**config.mk**
```make
export PLATFORM = sky130hd
export DESIGN_NAME = pllcb_bank
export DESIGN_NICKNAME = d
export VERILOG_FILES = /design/src/rtl/pllcb_pkg.sv /design/src/rtl/pllcb_bank.sv /design/src/rtl/pllcb_clk_select.sv
export SDC_FILE = /design/constraint.sdc
export NUM_CORES = 1
export LEC_CHECK = 0
export CAP_MARGIN = 10
export CORE_ASPECT_RATIO = 1.4
export CORE_UTILIZATION = 61
export CTS_CLUSTER_SIZE = 14
export DETAILED_ROUTE_END_ITERATION = 12
export DONT_BUFFER_PORTS = 1
export HOLD_SLACK_MARGIN = 0.02
export PLACE_DENSITY = 0.82
export SETUP_SLACK_MARGIN = 0.05
export SYNTH_ARGS = -nofsm -noshare
export SYNTH_HDL_FRONTEND = slang
export SYNTH_SLANG_ARGS = --single-unit
```
**constraint.sdc**
```tcl
create_clock -name clk_sys -period 13.38 [get_ports clk_sys]
set_input_delay 0.669 -clock clk_sys [delete_from_list [all_inputs] [get_ports clk_sys]]
set_output_delay 0.669 -clock clk_sys [all_outputs]
set_load 0.1 [all_outputs]
```
**src/rtl/pllcb_pkg.sv**
```systemverilog
/*
  Constants for the PLL loop and divider configuration bank: register
  offsets, field positions, reset values and directive codes.
  Assumes 8-bit registers on an 8-bit address space.
*/
package pllcb_pkg;

  // ----------------------------------------------------------------
  // Register offsets
  // ----------------------------------------------------------------
  localparam logic [7:0] PLLCB_ADDR_STATUS    = 8'h0E;
  localparam logic [7:0] PLLCB_ADDR_DIRECTIVE = 8'h0F;
  localparam logic [7:0] PLLCB_ADDR_PROP      = 8'h10;
  localparam logic [7:0] PLLCB_ADDR_INT_A     = 8'h11;
  localparam logic [7:0] PLLCB_ADDR_INT_B     = 8'h12;
  localparam logic [7:0] PLLCB_ADDR_QL_PROP   = 8'h13;
  localparam logic [7:0] PLLCB_ADDR_QL_INT_A  = 8'h14;
  localparam logic [7:0] PLLCB_ADDR_QL_INT_B  = 8'h15;
  localparam logic [7:0] PLLCB_ADDR_SLIP      = 8'h16;
  localparam logic [7:0] PLLCB_ADDR_FB_INT    = 8'h17;
  localparam logic [7:0] PLLCB_ADDR_MISC      = 8'h18;
  localparam logic [7:0] PLLCB_ADDR_HOLE      = 8'h19;
  localparam logic [7:0] PLLCB_ADDR_FRAC2     = 8'h1A;
  localparam logic [7:0] PLLCB_ADDR_FRAC3     = 8'h1B;
  localparam logic [7:0] PLLCB_ADDR_FRAC4     = 8'h1C;
  localparam logic [7:0] PLLCB_ADDR_FB2_INT1  = 8'h1D;
  localparam logic [7:0] PLLCB_ADDR_FB2_INT2  = 8'h1E;
  localparam logic [7:0] PLLCB_ADDR_FB2_INT3  = 8'h1F;

  // Bank of 0x10..0x1F sits at one upper nibble
  localparam logic [3:0] PLLCB_BANK_PAGE      = 4'h1;

  // ----------------------------------------------------------------
  // Field positions
  // ----------------------------------------------------------------
  localparam int PLLCB_DIR_CMD_LSB    = 3;
  localparam int PLLCB_DIR_SPARE_BIT  = 2;
  localparam int PLLCB_DIR_ESC_BIT    = 1;
  localparam int PLLCB_SLIP_EN_BIT    = 0;
  localparam int PLLCB_SLIP_THR_LSB   = 1;
  localparam int PLLCB_ZDM_BIT        = 3;
  localparam int PLLCB_LF_CFG_LSB     = 4;
  localparam int PLLCB_CP_GAIN_BIT    = 7;
  localparam int PLLCB_MDIS_BIT       = 7;
  localparam int PLLCB_INT_MODE_BIT   = 0;
  localparam int PLLCB_CP_BIN_LSB     = 1;
  localparam int PLLCB_INT_EXT_BIT    = 4;
  localparam int PLLCB_PIN_SEL_BIT    = 5;
  localparam int PLLCB_CP_OFS_BIT     = 6;
  localparam int PLLCB_DITHER_BIT     = 7;
  localparam int PLLCB_FORCE_MAN_BIT  = 6;

  // ----------------------------------------------------------------
  // Codes, masks and reset values
  // ----------------------------------------------------------------
  localparam logic [4:0] PLLCB_CMD_GO_ACTIVE = 5'h1B;
  localparam logic [7:0] PLLCB_DIR_WMASK     = 8'hFC;
  localparam logic [7:0] PLLCB_FULL_WMASK    = 8'hFF;
  localparam logic [7:0] PLLCB_INT3_WMASK    = 8'h40;
  localparam logic [7:0] PLLCB_NO_WMASK      = 8'h00;
  localparam logic [7:0] PLLCB_REG_RESET     = 8'h00;

  typedef enum logic {
    PLLCB_ST_PROGRAM,
    PLLCB_ST_ACTIVE
  } pllcb_state_e;

endpackage

```
**src/rtl/pllcb_bank.sv**
```systemverilog
/*
  Configuration register bank for the first synthesis loop: loop
  filter sets, slip detector, charge pump, feedback dividers, input
  clock choice and the program/active state machine.
  Assumes a single-cycle register port on clk_sys and synchronous
  pin inputs.
*/
// Design decision made here: strobed register access.
// How it works
// Escape bit written while active returns state machine to program state.
// Software writes code 1Bh to directive field to enter active state.
// Misc bit 0 picks fractional (0) or integer-only (1) feedback divide.
// Bit 7 at 17h disables the PLL and all its functions; code gates only enable, slip, offset, dither, clock choice.
// Feedback integer is 17h bits 6:0 extended by 18h bit 4.
// Bytes 1Ah..1Ch form the fractional part of the feedback ratio.
// Bytes 1Dh and 1Eh form the second divider's integer ratio.
// 16h bit 0 enables slip detector, using threshold in bits 2:1.
// In manual mode with 18h bit 5 set, pins choose the clock.
// 1Fh bit 6 forces manual clock choice over the automatic one.
// Loop filter sets at 10h..12h, fast-lock copies at 13h..15h.
// 18h bit 6 enables pump offset, bit 7 enables converter dither.
// 18h bits 3:1 hold the charge pump binning code.
// 16h bit 3 is zero-delay mode; bits 5:4 loop filter config.
// 16h bit 7 holds the charge pump gain setting.
// Everything resets to zero; reserved bits read zero, ignore writes.
`timescale 1ns/1ns
module pllcb_bank
  import pllcb_pkg::*;
#(
  parameter int SEL_W = 2
) (
  // Clock and reset
  input  wire logic             clk_sys,
  input  wire logic             rst_n,
  // Register port
  input  wire logic [7:0]       reg_addr,
  input  wire logic [7:0]       reg_wdata,
  input  wire logic             reg_wr,
  input  wire logic             reg_rd,
  output logic      [7:0]       reg_rdata,
  // Loop context
  input  wire logic             fast_lock_mode,
  input  wire logic [SEL_W-1:0] manual_sel_pins,
  input  wire logic [SEL_W-1:0] auto_clk_sel,
  // State
  output logic                  active_state,
  output logic                  pll_enable,
  // Loop filter
  output logic      [7:0]       dlf_prop_cfg,
  output logic      [15:0]      dlf_int_cfg,
  output logic                  slip_det_en,
  output logic      [1:0]       slip_det_thresh,
  output logic                  zero_delay_mode,
  output logic      [1:0]       loop_filter_cfg,
  // Charge pump and converter
  output logic                  cp_gain_cfg,
  output logic                  cp_offset_en,
  output logic                  dither_en,
  output logic      [2:0]       cp_bin_code,
  // Feedback dividers
  output logic                  fb_int_mode,
  output logic      [7:0]       fb_int,
  output logic      [23:0]      fb_frac,
  output logic      [15:0]      fb2_int,
  // Input clock choice
  output logic      [SEL_W-1:0] active_clk_sel
);

  // ----------------------------------------------------------------
  // Reset release
  // ----------------------------------------------------------------
  logic rst_meta_q;
  logic rst_sync_n;

  always_ff @(posedge clk_sys or negedge rst_n) begin
    if (!rst_n) begin
      rst_meta_q <= 1'b0;
      rst_sync_n <= 1'b0;
    end else begin
      rst_meta_q <= 1'b1;
      rst_sync_n <= rst_meta_q;
    end
  end

  // ----------------------------------------------------------------
  // Address decode
  // ----------------------------------------------------------------
  // Writable bits per offset; also used to blank reserved bits on read
  function automatic logic [7:0] wmask(input logic [7:0] addr);
    logic [7:0] m;
    m = PLLCB_NO_WMASK;
    if (addr == PLLCB_ADDR_DIRECTIVE) begin
      m = PLLCB_DIR_WMASK;
    end else if (addr[7:4] == PLLCB_BANK_PAGE) begin
      if (addr == PLLCB_ADDR_HOLE) begin
        m = PLLCB_NO_WMASK;
      end else if (addr == PLLCB_ADDR_FB2_INT3) begin
        m = PLLCB_INT3_WMASK;
      end else begin
        m = PLLCB_FULL_WMASK;
      end
    end
    return m;
  endfunction

  logic       in_bank;
  logic [7:0] wr_mask;

  assign in_bank = reg_addr[7:4] == PLLCB_BANK_PAGE;
  assign wr_mask = wmask(reg_addr);

  // ----------------------------------------------------------------
  // Register storage
  // ----------------------------------------------------------------
  logic [7:0] bank_q [16];
  logic [7:0] dir_q;

  for (genvar i = 0; i < 16; i++) begin : g_bank
    always_ff @(posedge clk_sys or negedge rst_sync_n) begin
      if (!rst_sync_n) begin
        bank_q[i] <= PLLCB_REG_RESET;
      end else if (reg_wr && in_bank && reg_addr[3:0] == 4'(i)) begin
        bank_q[i] <= reg_wdata & wr_mask;
      end
    end
  end

  // Escape bit is an action, so it never stays set in storage
  always_ff @(posedge clk_sys or negedge rst_sync_n) begin
    if (!rst_sync_n) begin
      dir_q <= PLLCB_REG_RESET;
    end else if (reg_wr && reg_addr == PLLCB_ADDR_DIRECTIVE) begin
      dir_q <= reg_wdata & wr_mask & ~(8'h01 << PLLCB_DIR_ESC_BIT);
    end
  end

  logic [7:0] r_slip;
  logic [7:0] r_fbint;
  logic [7:0] r_misc;
  logic [7:0] r_int3;

  assign r_slip  = bank_q[PLLCB_ADDR_SLIP[3:0]];
  assign r_fbint = bank_q[PLLCB_ADDR_FB_INT[3:0]];
  assign r_misc  = bank_q[PLLCB_ADDR_MISC[3:0]];
  assign r_int3  = bank_q[PLLCB_ADDR_FB2_INT3[3:0]];

  // ----------------------------------------------------------------
  // Program / active state machine
  // ----------------------------------------------------------------
  pllcb_state_e state_q;
  logic         dir_wr;
  logic         esc_req;
  logic         go_req;

  assign dir_wr  = reg_wr && reg_addr == PLLCB_ADDR_DIRECTIVE;
  assign esc_req = dir_wr && reg_wdata[PLLCB_DIR_ESC_BIT];
  assign go_req  = dir_wr &&
                   reg_wdata[7:PLLCB_DIR_CMD_LSB] == PLLCB_CMD_GO_ACTIVE;

  always_ff @(posedge clk_sys or negedge rst_sync_n) begin
    if (!rst_sync_n) begin
      state_q <= PLLCB_ST_PROGRAM;
    end else begin
      case (state_q)
        PLLCB_ST_PROGRAM: begin
          // Entry relies on software issuing the go-active code
          if (go_req) begin
            state_q <= PLLCB_ST_ACTIVE;
          end
        end
        PLLCB_ST_ACTIVE: begin
          if (esc_req) begin
            state_q <= PLLCB_ST_PROGRAM;
          end
        end
        default: begin
          state_q <= PLLCB_ST_PROGRAM;
        end
      endcase
    end
  end

  // ----------------------------------------------------------------
  // Register reads
  // ----------------------------------------------------------------
  logic       running;
  logic [7:0] rd_val;

  assign running = state_q == PLLCB_ST_ACTIVE &&
                   !r_fbint[PLLCB_MDIS_BIT];

  always_comb begin
    rd_val = '0;
    if (reg_addr == PLLCB_ADDR_STATUS) begin
      rd_val = {6'h00, running, state_q == PLLCB_ST_ACTIVE};
    end else if (reg_addr == PLLCB_ADDR_DIRECTIVE) begin
      rd_val = dir_q;
    end else if (in_bank) begin
      rd_val = bank_q[reg_addr[3:0]] & wr_mask;
    end
  end

  // Data stand only in the cycle after the read strobe
  always_ff @(posedge clk_sys or negedge rst_sync_n) begin
    if (!rst_sync_n) begin
      reg_rdata <= '0;
    end else if (reg_rd) begin
      reg_rdata <= rd_val;
    end else begin
      reg_rdata <= '0;
    end
  end

  // ----------------------------------------------------------------
  // State, loop filter and charge pump outputs
  // ----------------------------------------------------------------
  // Registered so that the analog side never sees a decode glitch
  always_ff @(posedge clk_sys or negedge rst_sync_n) begin
    if (!rst_sync_n) begin
      active_state    <= 1'b0;
      pll_enable      <= 1'b0;
      dlf_prop_cfg    <= '0;
      dlf_int_cfg     <= '0;
      slip_det_en     <= 1'b0;
      slip_det_thresh <= '0;
      zero_delay_mode <= 1'b0;
      loop_filter_cfg <= '0;
      cp_gain_cfg     <= 1'b0;
      cp_offset_en    <= 1'b0;
      dither_en       <= 1'b0;
      cp_bin_code     <= '0;
    end else begin
      active_state <= state_q == PLLCB_ST_ACTIVE;
      pll_enable   <= !r_fbint[PLLCB_MDIS_BIT];
      if (fast_lock_mode) begin
        dlf_prop_cfg <= bank_q[PLLCB_ADDR_QL_PROP[3:0]];
        dlf_int_cfg  <= {bank_q[PLLCB_ADDR_QL_INT_B[3:0]],
                         bank_q[PLLCB_ADDR_QL_INT_A[3:0]]};
      end else begin
        dlf_prop_cfg <= bank_q[PLLCB_ADDR_PROP[3:0]];
        dlf_int_cfg  <= {bank_q[PLLCB_ADDR_INT_B[3:0]],
                         bank_q[PLLCB_ADDR_INT_A[3:0]]};
      end
      // Master disable silences the slip detector, pump offset and dither
      slip_det_en     <= !r_fbint[PLLCB_MDIS_BIT] &&
                         r_slip[PLLCB_SLIP_EN_BIT];
      slip_det_thresh <= (!r_fbint[PLLCB_MDIS_BIT] &&
                          r_slip[PLLCB_SLIP_EN_BIT]) ?
                         r_slip[PLLCB_SLIP_THR_LSB +: 2] : 2'b00;
      zero_delay_mode <= r_slip[PLLCB_ZDM_BIT];
      loop_filter_cfg <= r_slip[PLLCB_LF_CFG_LSB +: 2];
      cp_gain_cfg     <= r_slip[PLLCB_CP_GAIN_BIT];
      cp_offset_en    <= !r_fbint[PLLCB_MDIS_BIT] &&
                         r_misc[PLLCB_CP_OFS_BIT];
      dither_en       <= !r_fbint[PLLCB_MDIS_BIT] &&
                         r_misc[PLLCB_DITHER_BIT];
      cp_bin_code     <= r_misc[PLLCB_CP_BIN_LSB +: 3];
    end
  end

  // ----------------------------------------------------------------
  // Feedback divider outputs
  // ----------------------------------------------------------------
  always_ff @(posedge clk_sys or negedge rst_sync_n) begin
    if (!rst_sync_n) begin
      fb_int_mode <= 1'b0;
      fb_int      <= '0;
      fb_frac     <= '0;
      fb2_int     <= '0;
    end else begin
      fb_int_mode <= r_misc[PLLCB_INT_MODE_BIT];
      fb_int      <= {r_misc[PLLCB_INT_EXT_BIT],
                      r_fbint[6:0]};
      // Integer mode keeps the modulator at a zero fraction
      if (r_misc[PLLCB_INT_MODE_BIT]) begin
        fb_frac <= '0;
      end else begin
        fb_frac <= {bank_q[PLLCB_ADDR_FRAC2[3:0]],
                    bank_q[PLLCB_ADDR_FRAC3[3:0]],
                    bank_q[PLLCB_ADDR_FRAC4[3:0]]};
      end
      fb2_int     <= {bank_q[PLLCB_ADDR_FB2_INT2[3:0]],
                      bank_q[PLLCB_ADDR_FB2_INT1[3:0]]};
    end
  end

  // ----------------------------------------------------------------
  // Input clock choice
  // ----------------------------------------------------------------
  pllcb_clk_select #(
    .SEL_W (SEL_W)
  ) u_clk_select (
    .clk_sys      (clk_sys),
    .rst_sync_n   (rst_sync_n),
    .force_manual (r_int3[PLLCB_FORCE_MAN_BIT]),
    .pin_sel_en   (r_misc[PLLCB_PIN_SEL_BIT]),
    .run_en       (!r_fbint[PLLCB_MDIS_BIT]),
    .manual_pins  (manual_sel_pins),
    .auto_sel     (auto_clk_sel),
    .active_sel   (active_clk_sel)
  );

  // ----------------------------------------------------------------
  // Checks
  // ----------------------------------------------------------------
  chk_escape_to_program : assert property (
    @(posedge clk_sys) disable iff (!rst_sync_n)
    state_q == PLLCB_ST_ACTIVE && esc_req |=> ##1 !active_state)
    else $error("escape did not return to program state");

  chk_go_active_code : assert property (
    @(posedge clk_sys) disable iff (!rst_sync_n)
    state_q == PLLCB_ST_PROGRAM && go_req |=> ##1 active_state)
    else $error("go-active code did not enter active state");

  chk_int_mode_frac : assert property (
    @(posedge clk_sys) disable iff (!rst_sync_n)
    reg_wr && reg_addr == PLLCB_ADDR_MISC && reg_wdata[0] |=>
      ##1 fb_int_mode && fb_frac == 24'h000000)
    else $error("integer mode did not clear the fraction");

  chk_master_disable : assert property (
    @(posedge clk_sys) disable iff (!rst_sync_n)
    reg_wr && reg_addr == PLLCB_ADDR_FB_INT && reg_wdata[7] |=>
      ##1 !pll_enable && !slip_det_en && !cp_offset_en && !dither_en)
    else $error("master disable left a function running");

  chk_int_value : assert property (
    @(posedge clk_sys) disable iff (!rst_sync_n)
    reg_wr && reg_addr == PLLCB_ADDR_FB_INT |=>
      ##1 fb_int[6:0] == $past(reg_wdata[6:0], 2))
    else $error("feedback integer not applied");

  chk_frac_msb : assert property (
    @(posedge clk_sys) disable iff (!rst_sync_n)
    reg_wr && reg_addr == PLLCB_ADDR_FRAC2 && !r_misc[0] &&
      !(reg_wr && reg_addr == PLLCB_ADDR_MISC) |=>
      ##1 fb_frac[23:16] == $past(reg_wdata, 2))
    else $error("fraction byte not applied");

  chk_fb2_low : assert property (
    @(posedge clk_sys) disable iff (!rst_sync_n)
    reg_wr && reg_addr == PLLCB_ADDR_FB2_INT1 |=>
      ##1 fb2_int[7:0] == $past(reg_wdata, 2))
    else $error("second divider integer not applied");

  chk_slip_thresh : assert property (
    @(posedge clk_sys) disable iff (!rst_sync_n)
    slip_det_thresh == (slip_det_en ?
      $past(r_slip[PLLCB_SLIP_THR_LSB +: 2]) : 2'b00))
    else $error("threshold does not follow the enabled detector");

  chk_reserved_read : assert property (
    @(posedge clk_sys) disable iff (!rst_sync_n)
    reg_rd && reg_addr == PLLCB_ADDR_FB2_INT3 |=>
      reg_rdata[7] == 1'b0 && reg_rdata[5:0] == 6'h00)
    else $error("reserved bits read nonzero");

  chk_read_one_cycle : assert property (
    @(posedge clk_sys) disable iff (!rst_sync_n)
    !$past(reg_rd) |-> reg_rdata == 8'h00)
    else $error("read data outside its cycle");

endmodule

```
**src/rtl/pllcb_clk_select.sv**
```systemverilog
/*
  Active input clock chooser. While run_en is high, follows the automatic choice unless
  manual selection is forced; then takes the select pins when pin
  selection is enabled and otherwise holds the last choice.
  Assumes all inputs synchronous to clk_sys.
*/
`timescale 1ns/1ns
module pllcb_clk_select
  import pllcb_pkg::*;
#(
  parameter int SEL_W = 2
) (
  // Clock and reset
  input  wire logic             clk_sys,
  input  wire logic             rst_sync_n,
  // Control
  input  wire logic             force_manual,
  input  wire logic             pin_sel_en,
  input  wire logic             run_en,
  // Candidate selections
  input  wire logic [SEL_W-1:0] manual_pins,
  input  wire logic [SEL_W-1:0] auto_sel,
  // Result
  output logic      [SEL_W-1:0] active_sel
);

  logic [SEL_W-1:0] sel_q;

  // ----------------------------------------------------------------
  // Selection register
  // ----------------------------------------------------------------
  always_ff @(posedge clk_sys or negedge rst_sync_n) begin
    if (!rst_sync_n) begin
      sel_q <= '0;
    end else if (run_en) begin
      if (force_manual) begin
        if (pin_sel_en) begin
          sel_q <= manual_pins;
        end
      end else begin
        sel_q <= auto_sel;
      end
    end
  end

  assign active_sel = sel_q;

  chk_manual_pin_follow : assert property (
    @(posedge clk_sys) disable iff (!rst_sync_n)
    run_en && force_manual && pin_sel_en |=>
      active_sel == $past(manual_pins))
    else $error("manual pin selection not taken");

  chk_force_overrides : assert property (
    @(posedge clk_sys) disable iff (!rst_sync_n)
    run_en && force_manual && !pin_sel_en |=> $stable(active_sel))
    else $error("automatic choice leaked past forced manual mode");

endmodule

```
==> flow_summary.rst <==
.. list-table::
   :header-rows: 1

   * - Metric
     - Value
   * - Maximum Capacitance Violations
     - 0
   * - CP required
     - 13.75 ns
   * - Switching power of the nets
     - 275 uW
   * - Number of hold violations in the final report
     - 0
   * - Latest clock arrival within the worst-skew pair
     - 0.50 ns
   * - Library cell used as clock root buffer
     - sky130_fd_sc_hd__clkbuf_16
   * - Measured slew at the worst slew-check pin
     - 1.30 ns
   * - Wire length of the first global-routing pass
     - 33500 um
   * - Final-stage net count
     - 715
   * - Arrival time worst endpoint
     - 2.81 ns
   * - Worst Hold Margin
     - 0.330 ns
   * - CP Capture Type
     - register
   * - Synthesized Nets
     - 735
   * - RSZ-0062 raised after global routing
     - false
   * - DRT Pass-1 Iters
     - 5
   * - Remaining global-route overflow
     - 0
   * - Proportion of total power due to net switching
     - 21.4%
   * - Crit-path max cell delay
     - 0.79 ns
   * - Die X
     - 105 um
   * - Effective utilization at floorplan
     - 62.9%
   * - Accumulated negative setup slack
     - 0 ns
   * - Number of CTS-inserted buffers
     - 21
   * - Tightest Hold Check Type
     - primary input to register
   * - Cell leakage power
     - 0.00455 uW
   * - Half-perimeter wire length after placement
     - 14100 um
   * - Dominant register cell in the synthesized netlist
     - sky130_fd_sc_hd__dfrtp_1
   * - Number of endpoints failing setup at the final stage
     - 0
   * - Leading cell type in the layout, fill and taps excluded
     - sky130_fd_sc_hd__dfrtp_1
   * - Critical Path Source Type
     - primary input
   * - Distinct cell type count of the synthesized netlist
     - 45
   * - Number of nets with antenna violations after routing
     - 0
   * - Count of buffer and inverter cells on the critical path
     - 0
   * - Number of synthesized flops with an enable pin
     - 0
   * - Cells after synthesis
     - 710
   * - Total power density per cell area
     - 131 mW/mm2
   * - Via count of the first global-routing pass
     - 5835
   * - Crit path max fanout
     - 18
   * - Pin count of the biggest net entering global routing
     - 230
   * - Floorplan die height
     - 147 um
   * - Worst slew margin
     - 13.0%
   * - Clk pwr share
     - 41.6%
   * - Fraction of layout cells with a size suffix above 1
     - 17.0%
   * - Fin crit share
     - 18.3%
   * - Startpoint of the most critical setup path
     - reg_addr[5]
   * - Startpoint of the tightest hold check path
     - reg_wdata[5]
   * - GRT Resource Usage Total
     - 28.6%
   * - Proportion of synthesized chip area in sequential cells
     - 63.3%
   * - CP cell instances
     - nor4b_4 > nor3b_4 > nand2_1 > o21ai_0
   * - Power share of the sequential group
     - 55.7%
   * - Cell family contributing the most delay on the critical path
     - simple AND/OR/NAND/NOR gates
   * - Post-detailed-routing wire length
     - 21200 um
   * - Diodes inserted
     - 0
   * - Share of the synthesized area in the top cell type
     - 63.3%
   * - Fill cell instance count of the final layout
     - 1026
   * - Per-cell routed wire length
     - 23.9 um
   * - Largest area contributor in the netlist
     - sky130_fd_sc_hd__dfrtp_1
   * - Average cell area after synthesis
     - 12.9 um2
   * - Critical path class
     - primary input to register
   * - Register clock-pin slew on the reported worst setup and hold paths
     - 0.06 ns
   * - Highest-count cells in the layout ignoring fill and taps
     - sky130_fd_sc_hd__dfrtp_1 (230), sky130_fd_sc_hd__nand2_1 (111), sky130_fd_sc_hd__o21ai_0 (103)
   * - Core Rows
     - 52
   * - Number of violations reported at the end of detailed-routing iteration 0
     - 488
   * - Cells taking the most area after synthesis
     - sky130_fd_sc_hd__dfrtp_1 (63%), sky130_fd_sc_hd__mux4_2 (6.9%), sky130_fd_sc_hd__o21ai_0 (5.6%)
   * - RePlAce Congestion
     - 0.914
   * - VDD IR-drop max
     - 89.5 uV
   * - Num Clock Sinks
     - 231
   * - Yosys Warn Count
     - 0
   * - Async S/R FF share, synth
     - 100%
   * - Core outline area
     - 0.0145 mm2
   * - Clock skew after layout
     - 0.0142 ns
   * - Share of the core filled with cells in the final layout
     - 67.5%
   * - DRC viols
     - 0
   * - Area of all sequential standard cells
     - 0.00578 mm2
   * - DR vias
     - 5771
   * - Max Transition Viols Final
     - 0
   * - Clock Path Buffers
     - 3
   * - Outcome
     - finished, final reports clean
   * - Number of cells on the worst reg-to-reg path
     - 4
   * - Cell type of the slowest stage on the worst timing path
     - sky130_fd_sc_hd__nor4b_4
   * - Netlist area before placement
     - 0.00913 mm2
   * - Worst setup slack after placement
     - 10.52 ns
   * - Clock H-tree levels
     - 1
   * - Reg-to-Reg Start
     - r_misc[0]$_DFFE_PN0P_
   * - Layout Area Growth over Synthesis
     - 7.25%
   * - CTS tree
     - done
   * - Port bufs
     - 0
   * - Cell internal power dissipation
     - 1010 uW
   * - Peak clock frequency supported by timing
     - 409 MHz
   * - Number of cells on the worst hold path
     - 1
   * - Min setup slack post-route
     - 10.93 ns
   * - Number of cells on the critical path
     - 4
   * - Initial antenna violation count
     - 0
   * - Via density per instance
     - 6.50
   * - Comb power frac
     - 2.7%
   * - Number of top-level design ports
     - 122
   * - Die Area
     - 0.0155 mm2
   * - Register bit total from synthesis
     - 231
   * - Final critical-path required period
     - 2.45 ns
   * - Number of setup buffers added after CTS
     - 0
   * - Multi-input gate area in the final layout
     - 0.00312 mm2
[timing repair]
| action | in CTS | in global routing |
|---|---|---|
| hold buffers | 1 | 0 |
| gates resized for setup | 0 | 0 |
| hold endpoints to repair | 2 | 0 |
| setup endpoints to repair | 0 | 0 |
[path summary, 6_finish.rpt]
path / end / slack, ns
worst max-delay path: bank_q[81]$_DFFE_PN0P_ / 10.93
worst min-delay path: dir_q[5]$_DFFE_PN0P_ / 0.33
worst max register to register: reg_rdata[0]$_DFF_PN0_ / 11.40
worst min register to register: rst_sync_n$_DFF_PN0_ / 0.36
max in group asynchronous: bank_q[92]$_DFFE_PN0P_ / 11.86
min in group asynchronous: rst_meta_q$_DFF_PN0_ / 0.40
[state kept, by name, summed over array words and instances, names as in the netlist, 2 cells and up]
register / flops
reg_rdata: 8
r_int3: 6
r_fbint: 8
dlf_prop_cfg: 8
dir_q: 7
loop_filter_cfg: 2
fb_frac: 24
u_clk_select.active_sel: 2
fb2_int: 16
r_slip: 8
bank_q: 94
cp_bin_code: 3
slip_det_thresh: 2
dlf_int_cfg: 16
r_misc: 8
fb_int: 8
[cells by family (layout without fill, tap and decap cells)]
group,after synthesis,count (layout),share of synthesized area (%)
other,1,1,0.0411
AO/OA/AOI/OAI,139,139,8.80
flip-flops,231,231,63.3
multiplexers,77,77,13.1
buffers and inverters,51,40,2.48
AND/OR/NAND/NOR,211,211,12.2
[cells in the mapped netlist, types with 6 or more instances]
| library cell | number |
|---|---|
| sky130_fd_sc_hd__dfrtp_1 | 231 |
| sky130_fd_sc_hd__nand2_1 | 111 |
| sky130_fd_sc_hd__o21ai_0 | 103 |
| sky130_fd_sc_hd__mux2_2 | 39 |
| sky130_fd_sc_hd__nor2b_1 | 36 |
| sky130_fd_sc_hd__clkbuf_1 | 34 |
| sky130_fd_sc_hd__mux4_2 | 28 |
| sky130_fd_sc_hd__and2_1 | 17 |
| sky130_fd_sc_hd__nand4_1 | 15 |
| sky130_fd_sc_hd__buf_2 | 8 |
| sky130_fd_sc_hd__nand3_1 | 8 |
| sky130_fd_sc_hd__a22oi_1 | 6 |
| sky130_fd_sc_hd__mux2_4 | 6 |
[metal layers]
layer  vias to the layer above  GRT usage (%)  wire length [um]
met5                         -              0                 0
met4                         0           13.9               962
met3                        65           4.17              1480
met2                       290           47.4             10800
met1                      2968           37.5              7900
li1                       2448              -                 -
[power by group through the flow]
stage          Clock, uW  Combinational (uW)  Sequential [uW]
6_report             535                35.1              716
3_3_place_gp           0                34.2              729
3_5_place_dp           0                35.3              729
2_1_floorplan          0                25.7              738
4_1_cts              543                35.8              716
5_1_grt              567                39.5              716
[worst register-to-register path, cell delays in order, from the launching register on]
cell                      delay (ns)
sky130_fd_sc_hd__dfrtp_1        0.74
sky130_fd_sc_hd__mux4_2         0.59
sky130_fd_sc_hd__a22oi_1        0.21
sky130_fd_sc_hd__and3_1         0.20
sky130_fd_sc_hd__o21ai_0        0.10
[metrics by stage]
stage	total power [uW]	instances	cell area [um2]
2_1_floorplan	763	710	9130
3_3_place_gp	763	855	9190
3_5_place_dp	765	855	9190
4_1_cts	1290	888	9790
5_1_grt	1320	888	9790
6_report	1290	888	9790
[final cells by class]
cell class	count	share of cell area [%]
clock buffer	28	5.84
clock inverter	4	0.205
inverter	5	0.192
multi-input combinational	428	31.9
sequential	231	59.1
tap	189	2.42
timing repair buffer	3	0.384
No activity file was read; power rests on OpenSTA's default activity.
